File: config.mk
export PLATFORM = sky130hd
export DESIGN_NAME = amp_device_control_regs
export DESIGN_NICKNAME = d
export VERILOG_FILES = /design/src/verilog/volume_ramp.v /design/src/verilog/amp_device_control_regs.v
export VERILOG_INCLUDE_DIRS = /design/src /design/src/verilog
export SDC_FILE = /design/constraint.sdc
export NUM_CORES = 1
export LEC_CHECK = 0
export BUFFER_PORTS_ARGS = -buffer_cell sky130_fd_sc_hd__buf_2
export CORE_ASPECT_RATIO = 0.5
export CORE_MARGIN = 5
export CORE_UTILIZATION = 56
export DETAILED_ROUTE_END_ITERATION = 7
export GPL_ROUTABILITY_DRIVEN = 0
export GPL_TIMING_DRIVEN = 1
export PLACE_DENSITY_LB_ADDON = 0.05
export SLEW_MARGIN = 15
export SYNTH_ARGS = -nofsm -noshare
export SYNTH_HDL_FRONTEND = slang
export SYNTH_HIERARCHICAL = 1
export SYNTH_SLANG_ARGS = --single-unit
export TNS_END_PERCENT = 100
File: constraint.sdc
create_clock -name mclk -period 4.1 [get_ports mclk]
set_input_delay 0.82 -clock mclk [delete_from_list [all_inputs] [get_ports mclk]]
set_output_delay 0.82 -clock mclk [all_outputs]
set_load 0.005 [all_outputs]
File: src/verilog/amp_ctrl_regs.vh
`ifndef AMP_CTRL_REGS_VH
`define AMP_CTRL_REGS_VH
`define OFS_SOFT_RESET      8'h01
`define OFS_OUTPUT_CONFIG   8'h02
`define OFS_POWER_STATE     8'h03
`define OFS_PIN_SETUP2      8'h75
`define OFS_MISC_SETUP      8'h76
`define OFS_ERROR_CLEAR     8'h78
`define RST_SOFT_RESET      8'h00
`define RST_OUTPUT_CONFIG   8'h00
`define RST_POWER_STATE     8'h10
`define RST_PIN_SETUP2      8'h00
`define RST_MISC_SETUP      8'h00
`define RST_ERROR_CLEAR     8'h00
`define BIT_CORE_RESET      4
`define BIT_REG_RESET       0
`define BIT_PARALLEL        2
`define BIT_HOLD_RESET      4
`define BIT_MUTE            3
`define FSW_HI              6
`define FSW_LO              4
`define MOD_HI              1
`define MOD_LO              0
`define STATE_HI            1
`define STATE_LO            0
`define FSW_768K            3'h0
`define FSW_384K            3'h1
`define FSW_480K            3'h3
`define FSW_576K            3'h4
`define MOD_BD              2'h0
`define MOD_ONE_SIDE        2'h1
`define MOD_HYBRID          2'h2
`define DEV_DEEP_SLEEP      2'h0
`define DEV_SLEEP           2'h1
`define DEV_HIZ             2'h2
`define DEV_PLAY            2'h3
`define RAMP_STEPS          8'hC0
`define CORE_RESET_CYCLES   8'h10
`endif

File: src/verilog/volume_ramp.v
`timescale 1ns/10ps
`default_nettype none
`include "amp_ctrl_regs.vh"
// Soft mute ramp: walks gain one step per tick toward target, avoiding pops
module volume_ramp #(
   parameter WIDTH = 8
) (
   input  wire             mclk,
   input  wire             nrst,
   input  wire             clear,
   input  wire             tick,
   input  wire             mute,
   output reg  [WIDTH-1:0] gain,
   output reg              muted
);
   wire [WIDTH-1:0] target;
   assign target = mute ? {WIDTH{1'b0}} : `RAMP_STEPS;

   always @(posedge mclk or negedge nrst) begin
      if (!nrst) begin
         gain  <= {WIDTH{1'b0}};
         muted <= 1'b1;
      end else if (clear) begin
         gain  <= {WIDTH{1'b0}};
         muted <= 1'b1;
      end else begin
         if (tick && gain > target) begin
            gain <= gain - 1'b1;
         end else if (tick && gain < target) begin
            gain <= gain + 1'b1;
         end
         muted <= (gain == {WIDTH{1'b0}});
      end
   end
endmodule // volume_ramp
`default_nettype wire

File: src/verilog/amp_device_control_regs.v
`timescale 1ns/10ps
`default_nettype none
`include "amp_ctrl_regs.vh"
module amp_device_control_regs #(
   parameter TICK_DIV = 12'd1000
) (
   input  wire       mclk,
   input  wire       nrst,
   input  wire       wr_en,
   input  wire       rd_en,
   input  wire [7:0] addr,
   input  wire [7:0] wdata,
   output reg  [7:0] rdata,
   output reg        rvalid,
   output reg  [2:0] switching_freq_select,
   output reg        parallel_output_select,
   output reg  [1:0] modulation_scheme,
   output reg        processor_hold_reset,
   output reg        coef_clear,
   output reg        core_reset_active,
   output reg  [1:0] device_state,
   output reg        stage_enable,
   output reg        config_fault,
   output reg  [7:0] volume_gain,
   output reg        mute_done,
   output reg  [7:0] pin_setup_second,
   output reg  [7:0] miscellaneous_setup,
   output reg  [7:0] error_flag_clear
);
   reg  [7:0] output_stage_config;
   reg  [7:0] power_state_mute_control;
   reg  [7:0] core_cnt;
   reg        reg_reset_pend;
   reg  [11:0] div_cnt;
   reg        tick;
   wire [7:0] gain;
   wire       muted;
   wire       core_busy;
   wire       wr_reset;
   wire       fsw_ok;
   wire       mod_ok;
   wire       core_start;
   wire       reg_start;

   // Only the four listed rates are legal; every other code is reserved
   function legal_fsw;
      input [2:0] code;
      begin
         case (code)
            `FSW_768K: legal_fsw = 1'b1;
            `FSW_384K: legal_fsw = 1'b1;
            `FSW_480K: legal_fsw = 1'b1;
            `FSW_576K: legal_fsw = 1'b1;
            default:   legal_fsw = 1'b0;
         endcase
      end
   endfunction

   // Code 11 has no scheme behind it, so it is refused like a reserved rate
   function legal_mod;
      input [1:0] code;
      begin
         case (code)
            `MOD_BD:       legal_mod = 1'b1;
            `MOD_ONE_SIDE: legal_mod = 1'b1;
            `MOD_HYBRID:   legal_mod = 1'b1;
            default:       legal_mod = 1'b0;
         endcase
      end
   endfunction

   // Soft resets restore the same image that power-up loads
   function [7:0] reset_value;
      input [7:0] ofs;
      begin
         case (ofs)
            `OFS_OUTPUT_CONFIG: reset_value = `RST_OUTPUT_CONFIG;
            `OFS_POWER_STATE:   reset_value = `RST_POWER_STATE;
            `OFS_PIN_SETUP2:    reset_value = `RST_PIN_SETUP2;
            `OFS_MISC_SETUP:    reset_value = `RST_MISC_SETUP;
            `OFS_ERROR_CLEAR:   reset_value = `RST_ERROR_CLEAR;
            default:            reset_value = `RST_SOFT_RESET;
         endcase
      end
   endfunction

   assign core_busy  = (core_cnt != 8'h00);
   assign wr_reset   = wr_en && (addr == `OFS_SOFT_RESET);
   // A reset request during a running core reset is dropped, like any write
   assign core_start = wr_reset && wdata[`BIT_CORE_RESET] && !core_busy;
   assign reg_start  = wr_reset && wdata[`BIT_REG_RESET] && !core_busy;
   assign fsw_ok     = legal_fsw(output_stage_config[`FSW_HI:`FSW_LO]);
   assign mod_ok     = legal_mod(output_stage_config[`MOD_HI:`MOD_LO]);

   // Core reset holds the chain for a fixed span so the coefficient wipe completes
   always @(posedge mclk or negedge nrst) begin
      if (!nrst) begin
         core_cnt       <= 8'h00;
         reg_reset_pend <= 1'b0;
      end else begin
         if (core_start) begin
            core_cnt <= `CORE_RESET_CYCLES;
         end else if (core_busy) begin
            core_cnt <= core_cnt - 8'h01;
         end
         // Request bits are never stored, so they read back zero after acting
         reg_reset_pend <= reg_start;
      end
   end

   always @(posedge mclk or negedge nrst) begin
      if (!nrst) begin
         output_stage_config      <= `RST_OUTPUT_CONFIG;
         power_state_mute_control <= `RST_POWER_STATE;
         pin_setup_second         <= `RST_PIN_SETUP2;
         miscellaneous_setup      <= `RST_MISC_SETUP;
         error_flag_clear         <= `RST_ERROR_CLEAR;
      end else if (core_busy || reg_reset_pend) begin
         output_stage_config      <= reset_value(`OFS_OUTPUT_CONFIG);
         power_state_mute_control <= reset_value(`OFS_POWER_STATE);
         pin_setup_second         <= reset_value(`OFS_PIN_SETUP2);
         miscellaneous_setup      <= reset_value(`OFS_MISC_SETUP);
         error_flag_clear         <= reset_value(`OFS_ERROR_CLEAR);
      end else if (wr_en) begin
         case (addr)
            `OFS_OUTPUT_CONFIG: output_stage_config      <= wdata;
            `OFS_POWER_STATE:   power_state_mute_control <= wdata;
            `OFS_PIN_SETUP2:    pin_setup_second         <= wdata;
            `OFS_MISC_SETUP:    miscellaneous_setup      <= wdata;
            `OFS_ERROR_CLEAR:   error_flag_clear         <= wdata;
            default: ;
         endcase
      end
   end

   always @(posedge mclk or negedge nrst) begin
      if (!nrst) begin
         rdata  <= 8'h00;
         rvalid <= 1'b0;
      end else begin
         rvalid <= rd_en;
         if (rd_en) begin
            case (addr)
               `OFS_SOFT_RESET:    rdata <= 8'h00;
               `OFS_OUTPUT_CONFIG: rdata <= output_stage_config;
               `OFS_POWER_STATE:   rdata <= power_state_mute_control;
               `OFS_PIN_SETUP2:    rdata <= pin_setup_second;
               `OFS_MISC_SETUP:    rdata <= miscellaneous_setup;
               `OFS_ERROR_CLEAR:   rdata <= error_flag_clear;
               default:            rdata <= 8'h00;
            endcase
         end
      end
   end

   // Ramp step rate; one tick per TICK_DIV clocks
   always @(posedge mclk or negedge nrst) begin
      if (!nrst) begin
         div_cnt <= 12'h000;
         tick    <= 1'b0;
      end else if (div_cnt >= TICK_DIV - 12'd1) begin
         div_cnt <= 12'h000;
         tick    <= 1'b1;
      end else begin
         div_cnt <= div_cnt + 12'h001;
         tick    <= 1'b0;
      end
   end

   volume_ramp #(
      .WIDTH (8)
   ) u_ramp (
      .mclk  (mclk),
      .nrst  (nrst),
      .clear (core_busy),
      .tick  (tick),
      .mute  (power_state_mute_control[`BIT_MUTE]),
      .gain  (gain),
      .muted (muted)
   );

   always @(posedge mclk or negedge nrst) begin
      if (!nrst) begin
         switching_freq_select  <= `FSW_768K;
         parallel_output_select <= 1'b0;
         modulation_scheme      <= `MOD_BD;
         processor_hold_reset   <= 1'b1;
         coef_clear             <= 1'b0;
         core_reset_active      <= 1'b0;
         device_state           <= `DEV_DEEP_SLEEP;
         stage_enable           <= 1'b0;
         config_fault           <= 1'b0;
         volume_gain            <= 8'h00;
         mute_done              <= 1'b1;
      end else begin
         switching_freq_select  <= output_stage_config[`FSW_HI:`FSW_LO];
         parallel_output_select <= output_stage_config[`BIT_PARALLEL];
         modulation_scheme      <= output_stage_config[`MOD_HI:`MOD_LO];
         processor_hold_reset   <= power_state_mute_control[`BIT_HOLD_RESET] | core_busy;
         coef_clear             <= core_busy;
         core_reset_active      <= core_busy;
         device_state           <= power_state_mute_control[`STATE_HI:`STATE_LO];
         config_fault           <= !(fsw_ok && mod_ok);
         // Only play drives the bridge, and never on a reserved setting
         stage_enable           <= (power_state_mute_control[`STATE_HI:`STATE_LO] == `DEV_PLAY)
                                   && fsw_ok && mod_ok && !core_busy;
         volume_gain            <= gain;
         mute_done              <= muted;
      end
   end
endmodule // amp_device_control_regs
`default_nettype wire

==> flow_summary.toml <==
[cells_and_area]
fillers = 673
multi_input_area_um2 = 1910
drive_gt1_frac = 0.230
finalNonFillerCells = 620
fin_nets = 535
antenna_cells = 0
area_growth_pct = 17.8
largest_register_ffs = 12
top_register = "div_cnt"
regArea_um2 = 2530

[clock_tree]
cts.clk_slew.worst_paths_ps = 60
clockBufferDepth = 2
htreeDepth = 3
post-cts-setup-buffers = 0
numCtsBuffers = 9
clk_latency_ps = 340
ctsRootBufferMaster = "clkbuf_16"
postCtsHoldBufs = 0
cts.sinks = 101
cts.repair.resized = 0
tritoncts = "done"

[power]
p_comb_frac = 0.095
intPower_w = 0.00171
p_sw_w = 0.000518
pwr-share-clk = 0.416
power.leakage_nw = 2.60
power_density_nw_per_um2 = 411
swShare = 0.232
seq_power_share = 0.489
ir_drop_mv = 0.234

[hold_path]
hold_depth = 0
min_path_type = "flip-flop to flip-flop"

[floorplan]
num_rows = 23
die_w_um = 138
die_h_um = 74.1
io_pins = 75
start_util = 0.575
core-area_um2 = 8000
dieArea_um2 = 10200

[global_routing]
gr-total-overflow = 0
grt_pass1_vias = 3339
grt_start_max_net_pins = 73
grt_pass1_wl_um = 17700
track_usage = 0.221
antenna_found_initial = 0

[setup_path]
cp.depth = 10
critical_path.max_fanout = 7
crit_family = "simple AND/OR/NAND/NOR gates"
cp_slowest_cell = "nor4_1"
reg2regPathDepth = 10
crit_type = "flip-flop to flip-flop"
required_ps = 4320
endpoint_kind = "flip-flop"
crit_buf_inv = 1
worstPathArrival_ps = 3470
crit_chain = "nor4_1 -> nand4_1 -> nand3b_1 -> inv_1 -> ha_1 -> a211oi_1 -> o311ai_2 -> o31ai_2 -> mux2i_1 -> mux2_2"
cpPeakStageDelay_ps = 460
worstSetupStartpointType = "flip-flop"

[timing]
relSlewSlack = 0.362
skew_ps = 9.85
grt_setup_unrepaired = "false"
slew_violations = 0
fmax_ghz = 0.308
finalHoldViolations = 0
worst_slew_pin_slew_ps = 950
holdWs_ps = 357
finalSetupViolations = 0
fin_crit_sh = 0.791
min_period_ps = 3240
tns_ps = 0

[flow_run]
max_cap_violations = 0

[synth]
yosysTopAreaCell = "dfrtp_1"
synth_area_per_cell_um2 = 10.7
synthCells = 431
async_flop_share = 1.00
yosysSeqAreaShare = 0.550
synth_seq_cells = 101
synth_area_leaders = "dfrtp_1 53%, mux2i_1 6.7%, nor2_1 5.1%"
yosysWarnings = 6
synth_flop_cell = "dfrtp_1"
netlist-cell-type-count = 53
synth-edff-count = 0
synth_top_area_frac = 0.527
synth.cell_area_um2 = 4600

[route]
routed_wl_um = 10900
route.detailed.drc = 0
drtIter0Drc = 257
drtPass1Iterations = 4
ant_nets = 0
vias = 3445
via_per_inst = 5.56
wl_per_cell_um = 17.5

[place]
portBuffers = 74
dp_hpwl_um = 7450
place_inst = 605

[run_status]
outcome = "complete, no violations"
[logic make-up after synthesis]
logic type	count (synthesis)	share of synthesized area
other	1	0.000815
adders and majority gates	11	0.0315
buffers and inverters	41	0.0372
muxes	36	0.0796
DFF	101	0.550
xor gates and xnor gates	15	0.0285
and+or+nand+nor	163	0.177
AOI/OAI and AO/OA	63	0.0946
[worst register-to-register path: stages (launching register included)]
cell      delay [ps]
dfrtp_1          450
nor4_1           470
nand4_1          250
nand3b_1         160
inv_1            140
ha_1             340
a211oi_1         330
o311ai_2         170
o31ai_2          220
mux2i_1          250
mux2_2           350
[cell usage after synthesis, drive strengths merged (3+ instances only)]
| cell type | count |
|---|---|
| and4 | 3 |
| mux2i | 31 |
| nor3 | 10 |
| mux2 | 5 |
| xnor2 | 6 |
| dfstp | 4 |
| buf | 7 |
| nand3 | 19 |
| nor2 | 62 |
| nand2b | 6 |
| dfrtp | 97 |
| nor2b | 4 |
| nand2 | 32 |
| inv | 20 |
| a31oi | 7 |
| o21ai | 9 |
| a21oi | 23 |
| and3 | 9 |
| nor4 | 5 |
| ha | 10 |
| xor2 | 9 |
| a221oi | 6 |
| clkbuf | 14 |
| nand4 | 5 |
[power by group through the flow]
stage / logic, W / registers, W / clock network (W)
final: 0.000213 / 0.00109 / 0.000927
after global routing: 0.000247 / 0.00110 / 0.000985
after CTS: 0.000215 / 0.00109 / 0.000943
after detailed placement: 0.000215 / 0.00111 / 0
after global placement: 0.000210 / 0.00111 / 0
after floorplan: 0.000136 / 0.00110 / 0
[final timing paths]
check,to,slack [ps],from
max in group asynchronous,power_state_mute_control[4]$_DFFE_PN1P_,2670,nrst
min reg2reg,mute_done$_DFF_PN1_,360,u_ramp/muted$_DFF_PN1_
min in group asynchronous,volume_gain[6]$_DFF_PN0_,600,nrst
min,mute_done$_DFF_PN1_,360,u_ramp/muted$_DFF_PN1_
max,u_ramp/gain[7]$_DFFE_PN0P_,860,u_ramp/gain[1]$_DFFE_PN0P_
max reg2reg,u_ramp/gain[7]$_DFFE_PN0P_,860,u_ramp/gain[1]$_DFFE_PN0P_
[cell usage in the layout (no fill, tap or decap), drive strengths merged, types with 5 or more instances in the layout]
cell	n
dfrtp	97
buf	82
nor2	62
nand2	32
mux2i	31
a21oi	23
inv	20
nand3	19
clkbuf	12
nor3	10
ha	10
xor2	9
and3	9
o21ai	9
a31oi	7
xnor2	6
nand2b	6
a221oi	6
mux2	5
nand4	5
nor4	5
[metal layers]
layer | vias to the layer above | wire [um] | global-route usage
li1 | 1652 | - | -
met1 | 1674 | 5120 | 0.318
met2 | 109 | 4790 | 0.338
met3 | 10 | 881 | 0.0732
met4 | 0 | 77 | 0.0372
met5 | - | 0 | 0
[cell type report]
cell class / instances / share of cell area
Clock buffer: 12 / 0.0491
Clock inverter: 3 / 0.0125
Inverter: 20 / 0.0138
Multi-Input combinational cell: 290 / 0.352
Sequential cell: 101 / 0.467
Tap cell: 112 / 0.0258
Timing Repair Buffer: 82 / 0.0798
[through the flow]
stage	utilization	total power [W]	instance area, um2	setup slack (ps)
2_1_floorplan	-	0.00124	4610	1260
3_3_place_gp	0.636	0.00132	5090	1000
3_5_place_dp	0.636	0.00132	5090	948
4_1_cts	0.678	0.00225	5420	851
5_1_grt	0.678	0.00233	5420	685
6_report	0.678	0.00223	5420	858
(Power assumes the default switching activity.)
